`config.mk`:
```
export PLATFORM = sky130hd
export DESIGN_NAME = pqs_sequencer
export DESIGN_NICKNAME = d
export VERILOG_FILES = /design/src/pkg/pqs_pkg.sv /design/src/pqs_fifo.sv /design/src/pqs_sequencer.sv
export SDC_FILE = /design/constraint.sdc
export NUM_CORES = 2
export LEC_CHECK = 0
export BUFFER_PORTS_ARGS = -buffer_cell sky130_fd_sc_hd__clkbuf_2
export CORE_AREA = 10 10 381 383
export CTS_CLUSTER_DIAMETER = 200
export DETAILED_ROUTE_END_ITERATION = 6
export DIE_AREA = 0 0 391 393
export PLACE_DENSITY = 0.51
export RECOVER_POWER = 50
export SLEW_MARGIN = 15
export SYNTH_ARGS = -nofsm -noshare
export SYNTH_HDL_FRONTEND = slang
export SYNTH_SLANG_ARGS = --single-unit
```
`constraint.sdc`:
```
create_clock -name clk_i -period 4.45 [get_ports clk_i]
set_input_delay 0.445 -clock clk_i [delete_from_list [all_inputs] [get_ports clk_i]]
set_output_delay 0.445 -clock clk_i [all_outputs]
set_load 0.02 [all_outputs]
```
`src/pkg/pqs_pkg.sv`:
```
// package for the packet/queued dma sequencer: states, commands, frame carriers
package pqs_pkg;

  // data path width and limits
  localparam int unsigned DATA_W          = 32;
  localparam int unsigned FRAME_MAX_BYTES = 8192;
  localparam int unsigned WORD_BYTES      = DATA_W / 8;
  localparam int unsigned FRAME_MAX_WORDS = FRAME_MAX_BYTES / WORD_BYTES;
  localparam int unsigned FIFO_DEPTH      = 32;
  localparam int unsigned LEN_W           = 12;
  localparam int unsigned FCNT_W          = 12;

  // command codes accepted on the start port
  typedef enum logic [1:0] {
    PQS_CMD_PKT_IN  = 2'h0,
    PQS_CMD_PKT_OUT = 2'h1,
    PQS_CMD_Q_READ  = 2'h2,
    PQS_CMD_NONE    = 2'h3
  } pqs_cmd_t;

  // frame kinds asked of the transport layer
  typedef enum logic [1:0] {
    PQS_FRM_DATA     = 2'h0,
    PQS_FRM_ACTIVATE = 2'h1,
    PQS_FRM_REGISTER = 2'h2,
    PQS_FRM_NONE     = 2'h3
  } pqs_frame_t;

  // sequencer states
  typedef enum logic [3:0] {
    DEVICE_IDLE_STATE         = 4'h0,
    PACKET_DMA_IN_STATE       = 4'h1,
    PACKET_SEND_DATA_STATE    = 4'h2,
    PACKET_DMA_OUT_STATE      = 4'h3,
    PACKET_ACTIVATE_STATE     = 4'h4,
    PACKET_RECEIVE_DATA_STATE = 4'h5,
    PACKET_SEND_STATUS_STATE  = 4'h6,
    PACKET_RELEASE_STATE      = 4'h7,
    QUEUED_READ_ENTRY_STATE   = 4'h8,
    QUEUED_SEND_DATA_STATE    = 4'h9,
    QUEUED_PREPARE_STATE      = 4'hA,
    QUEUED_SEND_STATUS_STATE  = 4'hB,
    QUEUED_RELEASE_STATE      = 4'hC
  } pqs_state_t;

  // frame-send request toward the transport layer
  typedef struct packed {
    pqs_frame_t            kind;
    logic                  int_flag;
    logic                  bus_release_flag;
    logic [LEN_W-1:0]      words;
  } pqs_txreq_t;

  // one data word of a frame
  typedef struct packed {
    logic [DATA_W-1:0] data;
    logic              last;
  } pqs_beat_t;

  localparam int unsigned BEAT_W = $bits(pqs_beat_t);

endpackage : pqs_pkg

```
`src/pqs_fifo.sv`:
```
// synchronous valid/ready fifo with parameter width and depth
`timescale 1ns/1ps
`default_nettype none
module pqs_fifo #(
  parameter int unsigned WIDTH = 33,
  parameter int unsigned DEPTH = 32
) (
  // clock and reset
  input  wire logic             clk_i,
  input  wire logic             rst_b_i,
  // fill side
  input  wire logic             in_valid_i,
  output logic                  in_ready_o,
  input  wire logic [WIDTH-1:0] in_data_i,
  // drain side
  output logic                  out_valid_o,
  input  wire logic             out_ready_i,
  output logic      [WIDTH-1:0] out_data_o
);
  localparam int unsigned AW = $clog2(DEPTH);

  logic [WIDTH-1:0] mem_q [DEPTH];
  logic [AW-1:0]    wr_q;
  logic [AW-1:0]    wr_d;
  logic [AW-1:0]    rd_q;
  logic [AW-1:0]    rd_d;
  logic [AW:0]      cnt_q;
  logic [AW:0]      cnt_d;
  logic             push;
  logic             pop;

  // full and empty come straight from the occupancy count
  assign in_ready_o  = (cnt_q != (AW+1)'(DEPTH));
  assign out_valid_o = (cnt_q != '0);
  assign out_data_o  = mem_q[rd_q];
  assign push        = in_valid_i & in_ready_o;
  assign pop         = out_valid_o & out_ready_i;

  // pointer and count next values
  always_comb begin
    wr_d  = push ? wr_q + AW'(1) : wr_q;
    rd_d  = pop ? rd_q + AW'(1) : rd_q;
    cnt_d = cnt_q;
    if (push && !pop) begin
      cnt_d = cnt_q + (AW+1)'(1);
    end else if (pop && !push) begin
      cnt_d = cnt_q - (AW+1)'(1);
    end
  end

  always_ff @(posedge clk_i or negedge rst_b_i) begin
    if (!rst_b_i) begin
      wr_q  <= '0;
      rd_q  <= '0;
      cnt_q <= '0;
    end else begin
      wr_q  <= wr_d;
      rd_q  <= rd_d;
      cnt_q <= cnt_d;
    end
  end

  // storage has no reset; contents are only read once counted in
  always_ff @(posedge clk_i) begin
    if (push) begin
      mem_q[wr_q] <= in_data_i;
    end
  end

endmodule : pqs_fifo
`default_nettype wire

```
`src/pqs_sequencer.sv`:
```
// command-layer sequencer for packet dma phases and queued dma read
`timescale 1ns/1ps
`default_nettype none

module pqs_sequencer
  import pqs_pkg::*;
#(
  parameter int unsigned DEPTH = pqs_pkg::FIFO_DEPTH
) (
  // clock and reset
  input  wire logic                       clk_i,
  input  wire logic                       rst_b_i,
  // configuration
  input  wire logic                       queuing_en_i,
  input  wire logic                       release_int_en_i,
  // command start
  input  wire logic                       cmd_valid_i,
  input  wire pqs_pkg::pqs_cmd_t          cmd_i,
  input  wire logic [31:0]                cmd_words_i,
  input  wire logic                       abort_i,
  input  wire logic                       release_wanted_i,
  input  wire logic                       rx_room_i,
  output logic                            busy_o,
  output pqs_pkg::pqs_state_t             state_o,
  // outgoing data from the media side
  input  wire logic                       src_valid_i,
  output logic                            src_ready_o,
  input  wire logic [pqs_pkg::DATA_W-1:0] src_data_i,
  // received data toward the media side
  output logic                            rx_valid_o,
  input  wire logic                       rx_ready_i,
  output pqs_pkg::pqs_beat_t              rx_beat_o,
  // transport frame request
  output logic                            tx_req_o,
  output pqs_pkg::pqs_txreq_t             tx_info_o,
  input  wire logic                       tx_done_i,
  // transport data out
  output logic                            tx_valid_o,
  output pqs_pkg::pqs_beat_t              tx_beat_o,
  input  wire logic                       tx_ready_i,
  // transport data in
  input  wire logic                       trx_valid_i,
  input  wire pqs_pkg::pqs_beat_t         trx_beat_i
);
  import pqs_pkg::*;

  localparam int unsigned AW = $clog2(DEPTH) + 1;

  pqs_state_t        st_q;
  pqs_state_t        st_d;
  logic [31:0]       left_q;
  logic [31:0]       left_d;
  logic [FCNT_W-1:0] fcnt_q;
  logic [FCNT_W-1:0] fcnt_d;
  logic [LEN_W-1:0]  flen_q;
  logic [LEN_W-1:0]  flen_d;
  logic [AW-1:0]     staged_q;
  logic [AW-1:0]     staged_d;
  logic              req_q;
  logic              req_d;
  pqs_txreq_t        info_q;
  pqs_txreq_t        info_d;
  logic              txv_q;
  logic              txv_d;
  pqs_beat_t         txb_q;
  pqs_beat_t         txb_d;
  logic              rxv_q;
  logic              rxv_d;
  pqs_beat_t         rxb_q;
  pqs_beat_t         rxb_d;
  logic              src_rdy_q;
  logic              src_rdy_d;

  // fifo wiring
  logic      f_in_ready;
  logic      f_out_valid;
  logic      f_out_ready;
  pqs_beat_t f_out;
  logic      f_push;
  logic      data_ready;
  logic      frame_beat;

  // smaller of remaining words and the largest frame
  function automatic logic [LEN_W-1:0] frame_words(input logic [31:0] left);
    logic [LEN_W-1:0] r;
    r = (left >= 32'(FRAME_MAX_WORDS)) ? LEN_W'(FRAME_MAX_WORDS) : left[LEN_W-1:0];
    return r;
  endfunction : frame_words

  // ready is registered from the next fill level, so the pin never waits on fifo logic
  assign f_push      = src_valid_i & src_rdy_q;

  pqs_fifo #(
    .WIDTH (BEAT_W),
    .DEPTH (DEPTH)
  ) u_fifo (
    .clk_i       (clk_i),
    .rst_b_i     (rst_b_i),
    .in_valid_i  (f_push),
    .in_ready_o  (f_in_ready),
    .in_data_i   ({src_data_i, 1'b0}),
    .out_valid_o (f_out_valid),
    .out_ready_i (f_out_ready),
    .out_data_o  (f_out)
  );

  // a frame is ready once the fifo holds it whole, or is full
  assign data_ready = (left_q != '0) &&
                      ((32'(staged_q) >= 32'(frame_words(left_q))) ||
                       (32'(staged_q) >= 32'(DEPTH)));
  // one data beat leaves in send-data when the output register is free
  assign frame_beat = req_q && (info_q.kind == PQS_FRM_DATA) && (fcnt_q != '0) &&
                      f_out_valid && (!txv_q || tx_ready_i);
  assign f_out_ready = frame_beat;

  // sequencer next state, frame request and counters
  always_comb begin
    st_d     = st_q;
    left_d   = left_q;
    fcnt_d   = fcnt_q;
    flen_d   = flen_q;
    req_d    = req_q;
    info_d   = info_q;
    staged_d = staged_q + AW'(f_push & f_in_ready) - AW'(f_out_ready & f_out_valid);
    txv_d    = txv_q && !tx_ready_i;
    txb_d    = txb_q;
    rxv_d    = rxv_q && !rx_ready_i;
    rxb_d    = rxb_q;
    if (frame_beat) begin
      txv_d      = 1'b1;
      txb_d.data = f_out.data;
      txb_d.last = (fcnt_q == FCNT_W'(1));
      fcnt_d     = fcnt_q - FCNT_W'(1);
    end
    case (st_q)
      DEVICE_IDLE_STATE: begin
        if (cmd_valid_i) begin
          left_d = cmd_words_i;
          case (cmd_i)
            PQS_CMD_PKT_IN:  st_d = PACKET_DMA_IN_STATE;
            PQS_CMD_PKT_OUT: st_d = PACKET_DMA_OUT_STATE;
            PQS_CMD_Q_READ:  st_d = QUEUED_READ_ENTRY_STATE;
            default:         st_d = DEVICE_IDLE_STATE;
          endcase
        end
      end
      PACKET_DMA_IN_STATE: begin
        if (abort_i || left_q == '0) begin
          st_d = PACKET_SEND_STATUS_STATE;
        end else if (data_ready) begin
          st_d = PACKET_SEND_DATA_STATE;
        end else if (queuing_en_i) begin
          st_d = PACKET_RELEASE_STATE;
        end
      end
      PACKET_DMA_OUT_STATE: begin
        if (abort_i || left_q == '0) begin
          st_d = PACKET_SEND_STATUS_STATE;
        end else if (rx_room_i) begin
          st_d = PACKET_ACTIVATE_STATE;
        end else if (queuing_en_i) begin
          st_d = PACKET_RELEASE_STATE;
        end
      end
      QUEUED_READ_ENTRY_STATE: begin
        if (abort_i) begin
          st_d = QUEUED_SEND_STATUS_STATE;
        end else if (data_ready) begin
          st_d = QUEUED_SEND_DATA_STATE;
        end else if (release_wanted_i && queuing_en_i) begin
          st_d = QUEUED_RELEASE_STATE;
        end
      end
      QUEUED_PREPARE_STATE: begin
        // no release path here: data has started moving
        if (abort_i || left_q == '0) begin
          st_d = QUEUED_SEND_STATUS_STATE;
        end else if (data_ready) begin
          st_d = QUEUED_SEND_DATA_STATE;
        end
      end
      PACKET_RECEIVE_DATA_STATE: begin
        if (trx_valid_i && !rxv_d) begin
          rxv_d  = 1'b1;
          rxb_d  = trx_beat_i;
          left_d = (left_q != '0) ? left_q - 32'h1 : left_q;
          if (trx_beat_i.last) begin
            st_d = PACKET_DMA_OUT_STATE;
          end
        end
      end
      PACKET_SEND_DATA_STATE, PACKET_ACTIVATE_STATE, PACKET_SEND_STATUS_STATE,
      PACKET_RELEASE_STATE, QUEUED_SEND_DATA_STATE, QUEUED_SEND_STATUS_STATE,
      QUEUED_RELEASE_STATE: begin
        // request stays raised until transport says done
        if (!req_q) begin
          req_d                 = 1'b1;
          info_d.int_flag       = 1'b0;
          info_d.bus_release_flag = 1'b0;
          info_d.words          = '0;
          case (st_q)
            PACKET_SEND_DATA_STATE, QUEUED_SEND_DATA_STATE: begin
              info_d.kind  = PQS_FRM_DATA;
              info_d.words = frame_words(left_q);
              fcnt_d       = FCNT_W'(frame_words(left_q));
              flen_d       = frame_words(left_q);
            end
            PACKET_ACTIVATE_STATE: begin
              // the far side learns the expected frame length from the request
              info_d.kind  = PQS_FRM_ACTIVATE;
              info_d.words = frame_words(left_q);
            end
            PACKET_SEND_STATUS_STATE, QUEUED_SEND_STATUS_STATE: begin
              info_d.kind     = PQS_FRM_REGISTER;
              info_d.int_flag = 1'b1;
            end
            default: begin
              info_d.kind             = PQS_FRM_REGISTER;
              info_d.bus_release_flag = 1'b1;
              info_d.int_flag         = release_int_en_i;
            end
          endcase
        end else if (tx_done_i && (info_q.kind != PQS_FRM_DATA || fcnt_q == '0)) begin
          req_d = 1'b0;
          case (st_q)
            PACKET_SEND_DATA_STATE: st_d = PACKET_DMA_IN_STATE;
            QUEUED_SEND_DATA_STATE: st_d = QUEUED_PREPARE_STATE;
            PACKET_ACTIVATE_STATE:  st_d = PACKET_RECEIVE_DATA_STATE;
            default:                st_d = DEVICE_IDLE_STATE;
          endcase
          if (info_q.kind == PQS_FRM_DATA) begin
            left_d = left_q - 32'(flen_q);
          end
        end
      end
      default: st_d = DEVICE_IDLE_STATE;
    endcase
    // source ready for the next cycle: active command and room left after this cycle
    src_rdy_d = (st_d != DEVICE_IDLE_STATE) && (32'(staged_d) < 32'(DEPTH));
  end

  always_ff @(posedge clk_i or negedge rst_b_i) begin
    if (!rst_b_i) begin
      st_q     <= DEVICE_IDLE_STATE;
      left_q   <= '0;
      fcnt_q   <= '0;
      flen_q   <= '0;
      staged_q <= '0;
      req_q    <= 1'b0;
      info_q   <= '{kind: PQS_FRM_NONE, int_flag: 1'b0, bus_release_flag: 1'b0, words: '0};
      txv_q    <= 1'b0;
      txb_q    <= '0;
      rxv_q    <= 1'b0;
      rxb_q    <= '0;
      src_rdy_q <= 1'b0;
    end else begin
      st_q     <= st_d;
      left_q   <= left_d;
      fcnt_q   <= fcnt_d;
      flen_q   <= flen_d;
      staged_q <= staged_d;
      req_q    <= req_d;
      info_q   <= info_d;
      txv_q    <= txv_d;
      txb_q    <= txb_d;
      rxv_q    <= rxv_d;
      rxb_q    <= rxb_d;
      src_rdy_q <= src_rdy_d;
    end
  end

  // status and registered outputs
  always_ff @(posedge clk_i or negedge rst_b_i) begin
    if (!rst_b_i) begin
      busy_o  <= 1'b0;
      state_o <= DEVICE_IDLE_STATE;
    end else begin
      busy_o  <= (st_d != DEVICE_IDLE_STATE);
      state_o <= st_d;
    end
  end

  assign tx_req_o   = req_q;
  assign tx_info_o  = info_q;
  assign tx_valid_o = txv_q;
  assign tx_beat_o  = txb_q;
  assign rx_valid_o = rxv_q;
  assign rx_beat_o  = rxb_q;
  assign src_ready_o = src_rdy_q;

endmodule : pqs_sequencer
`default_nettype wire

```
==> results.json <==
{
  "yosysTopAreaCell": "edfxtp_1",
  "ioPinCount": 203,
  "core_area_um2": 137000,
  "grt_first_pass_wirelength_um": 186000,
  "seq_area_um2": 35000,
  "synth_cell_types": 75,
  "track_usage_pct": 16.4,
  "grt_pass1_vias": 26443,
  "hold_viol_final": 0,
  "dp_hpwl_um": 71100,
  "syn-cell-area_um2": 47800,
  "ant_nets": 0,
  "max_slew_margin_pct": -87.6,
  "multi_input_area_um2": 12500,
  "drc": 0,
  "synth.area.top_cells": "edfxtp_1, mux4_2, dfrtp_1",
  "drt_iter0_drc": 2593,
  "finalWeightedCongestion": 0.839,
  "powerDensity_nw_per_um2": 633,
  "synth_top_cell_area_share_pct": 64.3,
  "synthArstFlopShare_pct": 14.2,
  "slew_violations": 79,
  "skew_ns": 0.0240,
  "crit_required_ns": 5.07,
  "fin_ws_ns": 0.338,
  "maxCapViolations": 2,
  "area_growth_pct": 18.5,
  "fmax_mhz": 243,
  "min_period_ns": 4.11,
  "final_nets": 2951,
  "vias_per_cell": 5.31,
  "drive_above_1_share_pct": 27.9,
  "rows": 136,
  "critPathArrivalTime_ns": 4.73,
  "die_height_um": 393,
  "via_count": 25006,
  "h-tree-depth": 4,
  "synth_ff_type": "edfxtp_1",
  "dp_worst_setup_slack_ns": 0.320,
  "rsz0062_at_grt": "false",
  "finalSetupTns_ns": 0,
  "yosys_warnings": 0,
  "cts_inserted_buffers": 134,
  "clockBufferDepth": 3,
  "routedWlPerCell_um": 26.8,
  "clkTransAtPathRegs_ns": 0.06,
  "startpoint_type": "flop",
  "synth-edff-count": 1024,
  "syn_inst": 2448,
  "avgSynthCellArea_um2": 19.5,
  "drt-total-wl_um": 126000,
  "cts_tree": "yes",
  "clock-sinks": 1193,
  "fin_util_pct": 41.3,
  "critPathKind": "reg2reg",
  "end_kind": "flop",
  "grt_max_degree": 88,
  "path_max_fanout": 17,
  "min_period_over_period_pct": 92.4,
  "overflow": 0,
  "start_util_pct": 34.9,
  "cts_root_buf": "clkbuf_16",
  "hold_path_class": "in2reg",
  "vdd_ir_drop_max_mv": 0.362,
  "outcome": "complete, but fails checks",
  "fp.dieW_um": 391,
  "syn-num-nets": 2602,
  "worst_pin_slew_ns": 2.81,
  "nFillCells": 12072,
  "drt_pre_antenna_iters": 7,
  "port_buffers": 202,
  "clock_latency_ns": 0.76,
  "die_area_um2": 154000,
  "antenna_found_initial": 2,
  "hold_slack_ns": 0.0714,
  "ys_ff_latch": 1193,
  "seq_area_frac_synth_pct": 73.1,
  "setup_violations": 0,
  "power.leakage_uw": 0.0187,
  "violations": "max-capacitance violations, max-slew violations"
}
-- final cells by class --
class,instances,share of cell area [%]
multi-input combinational,1094,22.0
clock buffer,182,6.54
tap,1794,3.96
antenna,3,0.0132
timing repair buffer,340,4.33
clock inverter,67,1.13
sequential,1193,61.8
inverter,34,0.230
-- per-stage QoR --
step / area [µm²] / total power (µW) / cells
CTS: 56800 / 36500 / 4704
finish: 56700 / 35900 / 4707
detailed placement: 51900 / 25400 / 4401
floorplan: 47800 / 21800 / 2448
global route: 56700 / 37700 / 4705
global placement: 51900 / 25200 / 4401
-- worst paths after layout --
kind,startpoint,endpoint,slack (ns),cells after the start
setup / recovery,state_o[0]$_DFF_PN0_,left_q[21]$_DFFE_PN0P_,0.34,11
hold / removal,cmd_words_i[3],left_q[3]$_DFFE_PN0P_,0.07,3
setup reg to reg,state_o[0]$_DFF_PN0_,left_q[21]$_DFFE_PN0P_,0.34,11
hold reg to reg,flen_q[4]$_DFFE_PN0P_,flen_q[4]$_DFFE_PN0P_,0.48,2
max in group asynchronous,rst_b_i,fcnt_q[5]$_DFF_PN0_,0.84,3
min in group asynchronous,rst_b_i,tx_beat_o[28]$_DFFE_PN0P_,1.10,2
-- layout by cell type, fill, tap and decap left out, types with 6 or more instances in the layout --
master,count
mux2_2,34
inv_1,33
a21o_1,13
clkbuf_2,130
xor2_1,9
clkbuf_1,110
bufinv_16,7
nand3_1,27
nand2_1,114
nor4_1,19
mux2i_1,44
nor3b_1,6
nand2b_1,17
o21ai_0,44
nor2_1,92
o21a_1,9
mux4_2,320
ha_1,39
nor2b_1,10
buf_12,30
o211ai_1,7
clkinv_2,17
dfrtp_1,162
xnor2_1,20
a211oi_1,8
buf_4,50
a22o_1,10
nor3_1,24
clkbuf_16,137
dlygate4sd3_1,54
nand4_1,21
a21oi_1,69
clkinv_1,25
nor2_4,32
a31oi_1,9
edfxtp_1,1024
or3_1,6
clkbuf_8,11
-- cells in the mapped netlist (7+ instances only) --
| master | n |
|---|---|
| edfxtp_1 | 1024 |
| mux4_2 | 320 |
| dfrtp_1 | 167 |
| nor2_1 | 125 |
| nand2_1 | 114 |
| clkbuf_1 | 93 |
| a21oi_1 | 69 |
| mux2i_1 | 44 |
| o21ai_0 | 44 |
| ha_1 | 39 |
| inv_1 | 34 |
| mux2_2 | 34 |
| nand3_1 | 28 |
| buf_1 | 26 |
| nor3_1 | 24 |
| nand4_1 | 21 |
| xnor2_1 | 20 |
| nor4_1 | 19 |
| nand2b_1 | 17 |
| a21o_1 | 13 |
| a22o_1 | 10 |
| nor2b_1 | 10 |
| a31oi_1 | 9 |
| o21a_1 | 9 |
| xor2_1 | 9 |
| a211oi_1 | 8 |
| o211ai_1 | 7 |
-- worst max-delay path: stages (launching register included) --
cell      delay, ns
dfrtp_1        0.68
and3b_1        0.40
a221o_1        0.40
buf_4          0.25
nand2_1        0.08
ha_1           0.25
nor4_1         0.59
a21oi_1        0.40
nor4b_2        0.41
buf_4          0.25
a21oi_1        0.09
nand4b_1       0.18
-- layer usage --
layer  vias up  GRT usage (%)  routed length [µm]  share of wire, %
li1      10729              -                   -                 -
met3       159           3.56                7490               5.9
met2       767           27.1               62000                49
met1     13349           22.2               54500                43
met5         -              0                  13             0.010
met4         2           3.95                2200               1.7
-- power breakdown --
part	total [µW]	switching, µW	internal, µW
Combinational	10900	5800	5130
Sequential	14100	1030	13100
Clock	10900	4550	6300
-- registers in the layout, indices dropped and copies added (netlist names), 4 cells and up --
| register | count |
|---|---|
| staged_q | 6 |
| u_fifo.rd_q | 5 |
| state_o | 4 |
| u_fifo.wr_q | 5 |
| u_fifo.mem_q | 1024 |
| flen_q | 12 |
| left_q | 32 |
| tx_info_o | 16 |
| tx_beat_o | 33 |
| fcnt_q | 12 |
| u_fifo.cnt_q | 6 |
| rx_beat_o | 33 |
-- timing repair --
item / 4_1_cts / 5_1_grt
setup endpoints to repair: 0 / 2
gates resized for setup: 0 / 1
hold buffers: 54 / 0
endpoints found under the hold margin: 127 / 0
setup buffers: 0 / 0
-- cell families after synthesis --
kind of cell / count (synthesis) / synth area share, %
xor+xnor: 29 / 0.531
compound gates: 223 / 3.07
flops: 1193 / 73.1
fa+ha+maj: 42 / 1.15
mux: 398 / 16.8
buf+inv: 161 / 1.32
simple gates: 402 / 4.02
No activity file was read; power rests on OpenSTA's default activity.
